==> config.mk <==
export PLATFORM = sky130hd
export DESIGN_NAME = cfr_flag_reg
export DESIGN_NICKNAME = d
export VERILOG_FILES = /design/src/rtl/cfr_pkg.sv /design/src/rtl/cfr_sync2.sv /design/src/rtl/cfr_parity.sv /design/src/rtl/cfr_flag_reg.sv
export SDC_FILE = /design/constraint.sdc
export NUM_CORES = 1
export LEC_CHECK = 0
export BUFFER_PORTS_ARGS = -buffer_cell sky130_fd_sc_hd__buf_2
export CELL_PAD_IN_SITES_DETAIL_PLACEMENT = 2
export CELL_PAD_IN_SITES_GLOBAL_PLACEMENT = 2
export CORE_UTILIZATION = 16
export CTS_CLUSTER_DIAMETER = 30
export DETAILED_ROUTE_END_ITERATION = 6
export HOLD_SLACK_MARGIN = 0.02
export PLACE_DENSITY_LB_ADDON = 0.05
export SLEW_MARGIN = 10
export SYNTH_ARGS = -nofsm -noshare
export SYNTH_HDL_FRONTEND = slang
export SYNTH_HIERARCHICAL = 1
export SYNTH_SLANG_ARGS = --single-unit
==> constraint.sdc <==
create_clock -name clock -period 1.5 [get_ports clock]
set_input_delay 0.3 -clock clock [delete_from_list [all_inputs] [get_ports clock]]
set_output_delay 0.3 -clock clock [all_outputs]
set_load 0.02 [all_outputs]
==> src/rtl/cfr_pkg.sv <==
package cfr_pkg;
   // ****************************************************************
   // Widths and positions
   // ****************************************************************
   localparam int          CFR_DATA_W     = 8;
   localparam int          CFR_FLAG_W     = 5;
   localparam int          CFR_BUS_W      = 64;
   localparam int          CFR_BUS_LO     = 32;
   localparam int          CFR_POS_DC     = 0;
   localparam int          CFR_POS_CMD    = 1;
   localparam int          CFR_POS_SLI    = 2;
   localparam int          CFR_POS_SKIP   = 3;
   localparam int          CFR_POS_PCI    = 4;
   localparam int          CFR_BUSIN_FLAG_LO = 16;
   localparam int          CFR_BUSIN_PAR  = 62;
   localparam logic [7:0]  CFR_DATA_RST   = 8'h00;
   localparam logic        CFR_PAR_RST    = 1'b1;
   // Cycles the load-pending latch outlives the ingate reset
   localparam int          CFR_PEND_HOLD  = 1;
   // ****************************************************************
   // APB map
   // ****************************************************************
   localparam logic [7:0]  CFR_OFS_FLAGS  = 8'h00;
   localparam logic [7:0]  CFR_OFS_CTRL   = 8'h04;
   localparam logic [7:0]  CFR_OFS_STAT   = 8'h08;
   localparam int          CFR_ADDR_W     = 8;
endpackage

==> src/rtl/cfr_sync2.sv <==
`timescale 1ns/10ps
module cfr_sync2
   import cfr_pkg::*;
#(
   parameter int W = 1
)(
   input  wire logic         clock,
   input  wire logic         rst_b,
   input  wire logic         clk_en,
   input  wire logic [W-1:0] din,
   output logic      [W-1:0] dout
);
   logic [W-1:0] meta_q;
   logic [W-1:0] dout_q;
   always_ff @(posedge clock)
   begin
      if (!rst_b)
      begin
         meta_q <= '0;
         dout_q <= '0;
      end
      else if (clk_en)
      begin
         meta_q <= din;
         dout_q <= meta_q;
      end
   end
   assign dout = dout_q;
endmodule

==> src/rtl/cfr_parity.sv <==
`timescale 1ns/10ps
module cfr_parity
   import cfr_pkg::*;
#(
   parameter int W = 9
)(
   input  wire logic [W-1:0] bits,
   output logic              odd_ok
);
   // Odd count of ones means a good field
   assign odd_ok = ^bits;
endmodule

==> src/rtl/cfr_flag_reg.sv <==
// Chosen here: register access over APB and the placing of the registers.
`timescale 1ns/10ps
module cfr_flag_reg
   import cfr_pkg::*;
(
   input  wire logic                  clock,
   input  wire logic                  rst_b,
   input  wire logic                  clk_en,
   input  wire logic                  machine_setup_reset,
   input  wire logic                  transfer_in_channel,
   input  wire logic                  gate_count_addr,
   input  wire logic [CFR_BUS_W-1:0]  storage_bus_out,
   input  wire logic                  flag_field_parity_in,
   input  wire logic                  force_read_in,
   input  wire logic                  chain_cmd_start,
   input  wire logic                  sample_parity,
   input  wire logic                  read_op,
   input  wire logic                  sense_op,
   input  wire logic                  status_cond,
   input  wire logic                  logout_word2,
   input  wire logic                  logout_word3,
   input  wire logic [CFR_ADDR_W-1:0] paddr,
   input  wire logic                  psel,
   input  wire logic                  penable,
   input  wire logic                  pwrite,
   input  wire logic [31:0]           pwdata,
   output logic      [31:0]           prdata,
   output logic                       pready,
   output logic                       pslverr,
   output logic                       data_chain,
   output logic                       command_chain,
   output logic                       suppress_length_indication,
   output logic                       skip,
   output logic                       program_controlled_interrupt,
   output logic                       flag_parity,
   output logic                       flag_parity_check,
   output logic                       channel_control_check,
   output logic                       dc_enable,
   output logic                       cmd_chain_enable,
   output logic                       cmd_addr_jump,
   output logic                       length_check_block,
   output logic                       store_block,
   output logic                       intr_request,
   output logic [CFR_BUS_W-1:0]       storage_bus_in
);
   // ****************************************************************
   // Pin inputs
   // ****************************************************************
   // The force signal comes from the console domain, so it is synced
   logic force_read;
   cfr_sync2 #(.W(1)) u_sync
   (
      .clock (clock),
      .rst_b (rst_b),
      .clk_en(clk_en),
      .din   (force_read_in),
      .dout  (force_read)
   );

   // ****************************************************************
   // Gating control
   // ****************************************************************
   logic [CFR_DATA_W-1:0] data_q;
   logic [CFR_DATA_W-1:0] data_d;
   logic                  par_q;
   logic                  par_d;
   logic                  pend_q;
   logic                  pend_d;
   logic                  force_q;
   logic                  force_d;
   logic                  ccc_q;
   logic                  fpc_q;
   logic                  sw_clr_q;
   logic                  sw_force_q;
   logic                  ingate_reset;
   logic                  load_strobe;
   logic                  pend_set;
   logic                  par_ok;
   logic                  force_eff;

   assign ingate_reset = transfer_in_channel | machine_setup_reset | gate_count_addr;
   assign pend_set     = gate_count_addr & ~transfer_in_channel;
   // Load only after the reset has fallen, one cycle of pending overlap
   assign load_strobe  = pend_q & ~ingate_reset;
   // Pending drops on the edge that loads: a later bus value is never taken
   assign pend_d       = transfer_in_channel ? 1'b0 :
                         pend_set ? 1'b1 :
                         (ingate_reset ? pend_q : 1'b0);

   assign data_d = ingate_reset ? CFR_DATA_RST :
                   load_strobe  ? storage_bus_out[CFR_BUS_LO +: CFR_DATA_W] :
                   data_q;
   assign par_d  = ingate_reset ? CFR_PAR_RST :
                   load_strobe  ? flag_field_parity_in :
                   par_q;

   // Force stays until the first chain command of the load sequence
   assign force_d = chain_cmd_start ? 1'b0 : ((force_read | sw_force_q) ? 1'b1 : force_q);

   always_ff @(posedge clock)
   begin
      if (!rst_b)
      begin
         data_q   <= CFR_DATA_RST;
         par_q    <= CFR_PAR_RST;
         pend_q   <= 1'b0;
         force_q  <= 1'b0;
      end
      else if (clk_en)
      begin
         data_q   <= data_d;
         par_q    <= par_d;
         pend_q   <= pend_d;
         force_q  <= force_d;
      end
   end

   // ****************************************************************
   // Parity check
   // ****************************************************************
   // Spare bits are not forced to zero; a bad field shows as a check
   cfr_parity #(.W(CFR_DATA_W + 1)) u_par
   (
      .bits  ({par_q, data_q}),
      .odd_ok(par_ok)
   );

   logic fpc_d;
   logic ccc_d;
   assign force_eff = force_q & ~chain_cmd_start;
   // Hold off the check while forcing: forced parity would mislead it
   assign fpc_d = sample_parity & ~par_ok & ~force_q;
   assign ccc_d = fpc_q | (ccc_q & ~sw_clr_q);

   always_ff @(posedge clock)
   begin
      if (!rst_b)
      begin
         fpc_q <= 1'b0;
         ccc_q <= 1'b0;
      end
      else if (clk_en)
      begin
         fpc_q <= fpc_d;
         ccc_q <= ccc_d;
      end
   end

   // ****************************************************************
   // Flag outputs and logout
   // ****************************************************************
   logic [CFR_FLAG_W-1:0] flags_v;
   logic                  par_out;
   logic [CFR_BUS_W-1:0]  busin_d;
   logic [5:0]            ctl_d;
   assign flags_v = data_q[CFR_FLAG_W-1:0] | ({{(CFR_FLAG_W-1){1'b0}}, force_eff} << CFR_POS_CMD);
   assign par_out = par_q | force_eff;
   always_comb
   begin
      busin_d = '0;
      if (logout_word2)
         busin_d[CFR_BUSIN_FLAG_LO +: CFR_FLAG_W] = flags_v;
      if (logout_word3)
         busin_d[CFR_BUSIN_PAR] = par_out;
   end
   assign ctl_d[0] = flags_v[CFR_POS_DC];
   assign ctl_d[1] = flags_v[CFR_POS_CMD] & ~flags_v[CFR_POS_DC];
   assign ctl_d[2] = flags_v[CFR_POS_CMD] & flags_v[CFR_POS_DC] & status_cond;
   assign ctl_d[3] = flags_v[CFR_POS_SLI];
   assign ctl_d[4] = flags_v[CFR_POS_SKIP] & (read_op | sense_op);
   assign ctl_d[5] = flags_v[CFR_POS_PCI];

   logic [CFR_FLAG_W-1:0] flags_q;
   logic                  parout_q;
   logic [5:0]            ctl_q;
   logic [CFR_BUS_W-1:0]  busin_q;
   always_ff @(posedge clock)
   begin
      if (!rst_b)
      begin
         flags_q  <= '0;
         parout_q <= CFR_PAR_RST;
         ctl_q    <= '0;
         busin_q  <= '0;
      end
      else if (clk_en)
      begin
         flags_q  <= flags_v;
         parout_q <= par_out;
         ctl_q    <= ctl_d;
         busin_q  <= busin_d;
      end
   end
   assign data_chain                   = flags_q[CFR_POS_DC];
   assign command_chain                = flags_q[CFR_POS_CMD];
   assign suppress_length_indication   = flags_q[CFR_POS_SLI];
   assign skip                         = flags_q[CFR_POS_SKIP];
   assign program_controlled_interrupt = flags_q[CFR_POS_PCI];
   assign flag_parity                  = parout_q;
   assign flag_parity_check            = fpc_q;
   assign channel_control_check        = ccc_q;
   assign dc_enable                    = ctl_q[0];
   assign cmd_chain_enable             = ctl_q[1];
   assign cmd_addr_jump                = ctl_q[2];
   assign length_check_block           = ctl_q[3];
   assign store_block                  = ctl_q[4];
   assign intr_request                 = ctl_q[5];
   assign storage_bus_in               = busin_q;

   // ****************************************************************
   // APB slave
   // ****************************************************************
   logic        acc;
   logic        hit_flags;
   logic        hit_ctrl;
   logic        hit_stat;
   logic [31:0] rd_d;
   logic [31:0] prdata_q;
   logic        pslverr_q;
   assign acc       = psel & penable;
   assign hit_flags = paddr == CFR_OFS_FLAGS;
   assign hit_ctrl  = paddr == CFR_OFS_CTRL;
   assign hit_stat  = paddr == CFR_OFS_STAT;
   assign rd_d = hit_flags ? {23'h000000, par_q, data_q} :
                 hit_ctrl  ? {31'h00000000, sw_force_q} :
                 hit_stat  ? {28'h0000000, force_q, pend_q, fpc_q, ccc_q} :
                 32'h00000000;
   always_ff @(posedge clock)
   begin
      if (!rst_b)
      begin
         prdata_q   <= 32'h00000000;
         pslverr_q  <= 1'b0;
         sw_force_q <= 1'b0;
         sw_clr_q   <= 1'b0;
      end
      else if (clk_en)
      begin
         prdata_q   <= (psel & ~penable & ~pwrite) ? rd_d : prdata_q;
         pslverr_q  <= psel & ~penable & ~(hit_flags | hit_ctrl | hit_stat);
         sw_force_q <= (acc & pwrite & hit_ctrl) ? pwdata[0] : sw_force_q;
         sw_clr_q   <= acc & pwrite & hit_stat & pwdata[0];
      end
   end
   assign prdata  = prdata_q;
   assign pslverr = pslverr_q;
   assign pready  = 1'b1;
endmodule

# Word level (Yosys, flattened, before mapping)
# Index checks and enable logic that the tools add are counted.
# Widths: inputs -> output; s select.
# op_classes
n_eq_ne	3
mux	14
n_bitwise	37
n_reduce_logical	9
# op_table
op	count
$and 1x1->1	18
$mux 8	2
$not 1->1	10
$reduce_and 2->1	5
$mux 9	1
$reduce_xor 9->1	1
$eq 8x3->1 const B	1
$eq 8x4->1 const B	1
$logic_not 8->1	1
$mux 1	8
$mux 4	2
$or 1x1->1	8
$mux 5	1
$or 5x2->5	1
$reduce_bool 2->1	2
$ne 3x2->1 const B	1
# word_totals
ff_bits	68
input_bits	122
output_inout_bits	112
word_cells	79

# Longest topological paths before layout
# Gate-level depths: netlist of the first run.
# depth
ltp_word	6
depth_mapped	6
mapped_depth_nobuf	6

# Hierarchy
# Netlist of the first run, hierarchy kept.
# by_module_without_submodules
mod	instances	cells_each	area_each_um2	seq_area_each_um2
cfr_flag_reg	1	261	2301.0	800.8
cfr_parity	1	7	82.6	0.0
cfr_sync2	1	6	72.6	40.0

# Worst setup path after synthesis of the first run
# No wires, ideal clock.
# synth_path
path_type	register to register
from	register data_q[4]
to	register fpc_q (netlist: flag_parity_check)
setup_time_ns	0.065
arrival_ns	1.394
required_ns	1.435
path_slack_ns	0.041
path_stages_with_launch	7
path_buffers	0
synth_period_minus_slack_ns	1.459
cell_sequence	dfxtp_1 > xnor2_1 > xnor3_1 > xnor2_1 > nor4bb_1 > a21oi_1 > nor2_1
# synth_between
elab_chain_len	4
# synth_lines
element	line_no	text
start: declaration	cfr_flag_reg.sv:63	logic [CFR_DATA_W-1:0] data_q;
start signal: assignment	cfr_flag_reg.sv:111	data_q <= data_d;
$reduce_xor 9->1	cfr_parity.sv:11	assign odd_ok = ^bits;
named net par_ok	cfr_flag_reg.sv:78	logic par_ok;
$not 1->1	cfr_flag_reg.sv:132	assign fpc_d = sample_parity & ~par_ok & ~force_q;
$and 1x1->1 (2 in a row)	cfr_flag_reg.sv:132	
end signal: assignment	cfr_flag_reg.sv:144	fpc_q <= fpc_d;
end: declaration	cfr_flag_reg.sv:72	logic fpc_q;
# The timed path passes the listed nets, and every way through them passes these cells.
# A chain may end at the register's enable or synchronous reset.

# Worst setup path after layout of the first run
# Same ends and word-level chain as after synthesis.

==> flow_summary_export.csv, run 1 <==
group,metric,value,unit
sta,report.final.slew_viol_count,0,
yosys,synth_cell_type_count,42,
setup_path,required,1.72,ns
sta,layout_setup_ws,-0.0831,ns
yosys,synth_compound_area_share,13.3,%
setup_path,cp-end-kind,"flop",
run_status,violations,"setup timing",
sta,finalSetupViolations,1,
grt,grt_usage,9.58,%
yosys,seq_area_frac_synth,34.2,%
power_and_ir_drop,p_per_area,908,nW/µm²
cells_and_area,fin_area,2940,µm²
cells_and_area,fillers,1726,
yosys,yosys.area_share.simple,15.6,%
detailed_routing,vias,1937,
clocking,cts.clk_slew.worst_paths,0.07,ns
detailed_routing,first_pass_iters,4,
die,start_util,16.6,%
setup_path,crit_path_cell_trace,"xnor2_2 > xnor3_1 > xnor2_1 > nor4bb_1 > a21oi_1 > nor2_1",
min_path,hold_class,"in2reg",
setup_path,crit_slowest_cell,"xnor3_1",
flow_run,maxCapViolations,0,
clocking,clk_latency,0.29,ns
clocking,cts_setup_buffers,0,
detailed_routing,drtIter0Drc,46,
clocking,cts_tree,"built",
place,gp_congestion,0.682,
die,rows,44,
clocking,cts_hold_buf,0,
yosys,syn-cell-area,2460,µm²
power_and_ir_drop,max-vdd-ir-drop,335,µV
place,dpl-instance-area,2770,µm²
clocking,numCtsBuffers,5,
yosys,synth.ff_latch_count,42,
die,die_w,126,µm
die,core_area,14800,µm²
yosys,synth_top_family_by_area,"buffers and inverters",
grt,overflow,0,
grt,grt_pass1_wl,11.4,mm
grt,grt_pass1_vias,1923,
sta,rsz0062_at_grt,"yes",
setup_path,crit_arrival,1.81,ns
power_and_ir_drop,leakagePower,1.37,nW
detailed_routing,via_per_inst,3.61,
grt,grt_max_degree,16,
sta,final-hold-violation-count,0,
run_status,status,"complete, but fails checks",
detailed_routing,route.final.wire_length,7.59,mm
clocking,cts_root_buf,"clkbuf_16",
yosys,synth_cells,274,
cells_and_area,finalNonFillerCells,536,
cells_and_area,drive_gt1_share,30.8,%
setup_path,path_class,"reg2reg",
setup_path,cpPeakStageDelay,0.43,ns
setup_path,startpoint_type,"flop",
place,dp_cells,527,
yosys,synthMuxAreaShare,4.64,%
yosys,syn_avg_cell_area,8.96,µm²
detailed_routing,antenna_left,0,
setup_path,crit_fanout,2,
sta,fmax,0.632,GHz
grt,antenna_found_initial,1,
sta,fin_crit_sh,106,%
cells_and_area,finalNetCount,472,
sta,min_period,1.58,ns
die,io_pins,234,
cells_and_area,area_growth,19.7,%
yosys,synth_fa_ha_area_share,0,%
place,place.detailed.hpwl,5.91,mm
setup_path,path_delay_family,"XOR/XNOR gates",
sta,skew,0.00374,ns
clocking,clockBufferDepth,2,
clocking,htree_levels,2,
die,die_h,126,µm
detailed_routing,route.detailed.drc,0,
clocking,clock_sinks,42,
power_and_ir_drop,finalPower,0.00267,W
die,dieArea,15800,µm²
place,port-buffer-count,64,
sta,whs,0.228,ns
yosys,ys_warn_count,6,
setup_path,critPathBufInv,0,
detailed_routing,wl_per_cell,14.2,µm
yosys,synth_xor_xnor_area_share,3.36,%
==> sequential cells by signal, summed over array words and instances, names as in the netlist, 3 cells and up <==
signal and cells:
storage_bus_in 6, prdata 9, ctl_q 3, flags_q 5, data_q 8
==> power by group <==
part           switching, W  leakage, nW  total (W)  internal [W]
Clock              0.000480       0.0729    0.00114      0.000660
Combinational      0.000310        0.956   0.000398     0.0000884
Sequential       0.00000610        0.341    0.00113       0.00112
==> kinds of logic (layout without fill, tap and decap cells) <==
| kind of cell | Yosys count | in the layout |
|---|---|---|
| buffers and inverters | 100 | 97 |
| and+or+nand+nor | 68 | 68 |
| AOI/OAI and AO/OA | 44 | 44 |
| DFF | 42 | 42 |
| muxes | 11 | 11 |
| xor gates and xnor gates | 7 | 7 |
| other | 2 | 83 |
==> layout make-up <==
| cell class | count | area, µm² | area share (%) |
|---|---|---|---|
| clock inverters | 2 | 12.5 | 0.426 |
| inverters | 5 | 18.8 | 0.639 |
| well taps | 184 | 230 | 7.83 |
| repair buffers | 84 | 470 | 16.0 |
| diodes | 1 | 2.50 | 0.0851 |
| multi-input cells | 212 | 1220 | 41.5 |
| clock buffers | 6 | 139 | 4.73 |
| flip-flops and latches | 42 | 845 | 28.7 |
==> synthesized netlist by cell type <==
cell	number	area share, %
inv_1	5	0.76
a31o_2	1	0.36
nor2b_1	7	1.8
buf_4	85	26
clkbuf_1	4	0.61
nand4b_1	1	0.36
xnor2_2	1	0.66
nand3_1	5	1.0
and4_1	1	0.36
nand3b_1	1	0.31
a21oi_1	15	3.1
nand2_1	18	2.8
and4bb_1	1	0.51
and4_4	1	0.46
mux2i_1	8	3.3
a22o_1	2	0.71
and2_1	1	0.25
a32o_1	1	0.41
a2bb2oi_1	1	0.36
xnor3_1	1	0.92
nor2_1	18	2.8
nor4bb_1	1	0.41
o2111ai_1	1	0.36
o211ai_1	3	0.92
xnor2_1	4	1.4
xor2_1	1	0.36
a31oi_1	1	0.25
a22oi_1	1	0.31
dfxtp_1	42	34
o41ai_4	1	1.1
conb_1	2	0.31
nand4bb_1	1	0.46
mux2_2	3	1.4
nand4_1	6	1.5
a221oi_1	1	0.36
nor4b_4	1	0.97
o21ai_0	5	1.0
nor4_4	1	0.87
nor3_1	4	0.82
a32oi_1	8	2.9
buf_2	6	1.2
a22o_2	3	1.2
==> metal layers <==
metal,global-route usage (%),wire length [µm],vias to the layer above
li1,-,-,926
met4,2.55,82,0
met5,0,0,-
met3,2.29,438,7
met1,12.5,3620,924
met2,15.7,3450,80
==> final timing paths <==
kind / start / endpoint / slack, ns / cells after the start
min reg2reg: storage_bus_in[62] / storage_bus_in[62] / 0.45 / 2
max reg2reg: data_q[4] / flag_parity_check / -0.08 / 6
max: data_q[4] / flag_parity_check / -0.08 / 6
min: chain_cmd_start / force_q / 0.23 / 2
==> worst register-to-register path: stages, from the launching register on <==
cell,delay [ns]
dfxtp_2,0.34
xnor2_2,0.15
xnor3_1,0.43
xnor2_1,0.17
nor4bb_1,0.27
a21oi_1,0.07
nor2_1,0.09
==> cell usage in the layout, fill, tap and decap left out, types with 2 or more instances in the layout <==
cell | netlist | layout
conb_1 | 2 | 82
buf_2 | 6 | 64
dfxtp_1 | 42 | 39
buf_4 | 85 | 20
nor2_1 | 18 | 18
nand2_1 | 18 | 18
a21oi_1 | 15 | 15
a32oi_1 | 8 | 8
mux2i_1 | 8 | 8
nor2b_1 | 7 | 7
nand4_1 | 6 | 6
inv_1 | 5 | 5
o21ai_0 | 5 | 5
nand3_1 | 5 | 5
clkbuf_16 | 0 | 5
nor3_1 | 4 | 4
o211ai_1 | 3 | 3
a22o_2 | 3 | 3
mux2_2 | 3 | 3
dfxtp_2 | 0 | 3
xnor2_1 | 4 | 3
a22o_1 | 2 | 2
xnor2_2 | 1 | 2
==> per-stage QoR <==
stage / utilization [%] / setup WS, ns / TNS [ns]
after global routing: 19.9 / -0.176 / -0.176
after floorplan: - / 0.0409 / 0
after global placement: 18.8 / -0.0548 / -0.0548
final: 19.9 / -0.0831 / -0.0831
after CTS: 19.8 / -0.0891 / -0.0891
after detailed placement: 18.8 / -0.0993 / -0.0993
==> timing repair <==
item,in CTS,in global routing
pin swaps,1,1
setup endpoints to repair,1,1
gates resized for setup,1,3
No activity file was read; power rests on OpenSTA's default activity.
==> inputs of run 2 (changes only) <==
- GPL_ROUTABILITY_DRIVEN: not set -> 0
- clock period: 1.5 -> 1.3 ns (I/O delays scaled with it)
==> run 2 against run 1 <==
  * The flow still finishes with violations (setup timing)
  * Worst hold slack got worse by 0.033 ns
  * Die area stayed put
  * Core utilization increased by 0.33 points
  * Non-clock buffer count is 6 higher
  * Clock power rose by 6%
  * Highest routed layer is now met3
==> flow_summary_export.csv, run 2 (synthesized netlist as in run 1, its figures left out) <==
group,metric,value,unit
setup_path,startpoint_type,"flop",
setup_path,crit_fanout,2,
grt,overflow,0,
grt,grt_pass1_wl,11.4,mm
detailed_routing,first_pass_iters,4,
clocking,clock_sinks,42,
run_status,status,"complete, but fails checks",
cells_and_area,finalNetCount,478,
setup_path,crit_slowest_cell,"xnor3_2",
min_path,holdPathEnd,"force_q",
setup_path,crit_path_cell_trace,"xnor2_2 > xnor3_2 > xnor2_2 > nor4bb_1 > a21oi_1 > nor2_1",
die,start_util,16.6,%
detailed_routing,met3RoutedLength,407,µm
min_path,worstHoldPathCells,2,
sta,whs,0.195,ns
die,rows,44,
detailed_routing,via_per_inst,3.63,
power_and_ir_drop,max-vdd-ir-drop,471,µV
setup_path,required,1.52,ns
place,dp_slack,-0.309,ns
sta,fmax,0.618,GHz
run_status,violations,"setup timing",
min_path,min_from,"chain_cmd_start",
min_path,hold_class,"in2reg",
cells_and_area,final_common_cell,"conb_1",
setup_path,crit_arrival,1.84,ns
setup_path,critPathMostFrequentCell,"xnor2_2",
cells_and_area,layout_common_cells,"conb_1 (82), buf_2 (64), dfxtp_1 (37)",
grt,grt_pass1_vias,1994,
setup_path,cpPeakStageDelay,0.47,ns
sta,rsz0062_at_grt,"yes",
sta,report.final.slew_viol_count,0,
place,port-buffer-count,64,
clocking,clk_latency,0.28,ns
clocking,cts.clk_slew.worst_paths,0.06,ns
cells_and_area,drive_gt1_share,32.9,%
sta,min_period,1.62,ns
setup_path,r2r_cells,6,
cells_and_area,area_growth,21.7,%
power_and_ir_drop,leakagePower,1.41,nW
detailed_routing,wl_met2,3.57,mm
setup_path,r2r_end,"flag_parity_check",
die,core_area,14800,µm²
clocking,numCtsBuffers,5,
detailed_routing,wl_met1,3.46,mm
die,die_w,126,µm
detailed_routing,route.final.wire_length,7.44,mm
place,place.detailed.hpwl,5.94,mm
detailed_routing,vias,1964,
grt,grt_usage,9.41,%
grt,grt_max_degree,18,
clocking,htree_levels,2,
setup_path,path_class,"reg2reg",
cells_and_area,largest_reg_flops,9,
detailed_routing,antenna_left,0,
detailed_routing,route.detailed.drc,0,
power_and_ir_drop,finalPower,0.00297,W
sta,fin_crit_sh,124,%
sta,final-hold-violation-count,0,
die,io_pins,234,
clocking,cts_setup_buffers,0,
clocking,cts_root_buf,"clkbuf_16",
sta,finalSetupViolations,1,
die,dieArea,15800,µm²
flow_run,maxCapViolations,0,
setup_path,regToRegSetupSlack,-0.32,ns
clocking,clockBufferDepth,2,
sta,skew,0.00590,ns
setup_path,cp-end-kind,"flop",
setup_path,rr_startpoint,"par_q",
detailed_routing,drtIter0Drc,54,
power_and_ir_drop,p_per_area,995,nW/µm²
detailed_routing,wl_per_cell,13.8,µm
sta,layout_setup_ws,-0.318,ns
grt,antenna_found_initial,1,
detailed_routing,top_layer_used,"met3",
die,die_h,126,µm
clocking,cts_tree,"built",
-- run 2: cell count changes in the layout (fill, tap and decap cells not counted) --
cell / change
xnor3_1: -1
clkinv_2: -1
xnor2_1: -2
clkbuf_8: -1
xnor2_2: +2
xnor3_2: +1
buf_4: +6
dfxtp_1: -2
clkbuf_1: +1
dfxtp_2: +2
-- run 2: routing by layer --
| metal | global-route usage (%) | up-vias |
|---|---|---|
| li1 | - | 942 |
| met1 | 12.4 | 944 |
| met2 | 15.6 | 78 |
| met3 | 2.25 | 0 |
| met4 | 1.91 | 0 |
| met5 | 0 | - |
-- run 2: worst max path at each step --
stage	cells after the start	startpoint	end
floorplan	6	data_q[6]	flag_parity_check
global placement	6	data_q[6]	flag_parity_check
detailed placement	6	data_q[6]	flag_parity_check
CTS	6	data_q[4]	flag_parity_check
global route	6	par_q	flag_parity_check
finish	6	par_q	flag_parity_check
-- run 2: stage by stage --
stage,TNS (ns),util (%),instance area (µm²),std cells
6_report,-0.318,20.3,2990,541
5_1_grt,-0.430,20.2,2990,540
4_1_cts,-0.333,20.1,2970,540
3_5_place_dp,-0.324,19.1,2820,533
3_3_place_gp,-0.266,19.1,2820,533
2_1_floorplan,-0.118,-,2760,354
-- run 2: timing repair --
action / in CTS / in global routing
endpoints found under the hold margin: 0 / 0
gates resized for setup: 2 / 4
setup endpoints to repair: 1 / 1
hold buffers: 0 / 0
pin swaps: 2 / 3
-- run 2: layout make-up --
type | instances | area, µm²
Inverter | 5 | 18.8
Antenna cell | 1 | 2.50
Multi-Input combinational cell | 212 | 1240
Clock buffer | 6 | 129
Clock inverter | 1 | 7.51
Sequential cell | 42 | 847
Fill cell | 1741 | 11800
Timing Repair Buffer | 90 | 515
Tap cell | 184 | 230
-- run 2: critical path, delay by kind of cell, from the launching register on --
family / cells / cell delay, ns
AO/OA/AOI/OAI: 1 / 0.07
XOR/XNOR: 3 / 0.78
flip-flops: 1 / 0.33
AND/OR/NAND/NOR: 2 / 0.38
-- run 2: power breakdown --
group / internal, W / leakage [nW] / switching [W] / total [W]
clock: 0.000702 / 0.0629 / 0.000503 / 0.00121
combinational: 0.000107 / 1.00 / 0.000355 / 0.000463
sequential: 0.00130 / 0.341 / 0.00000666 / 0.00130
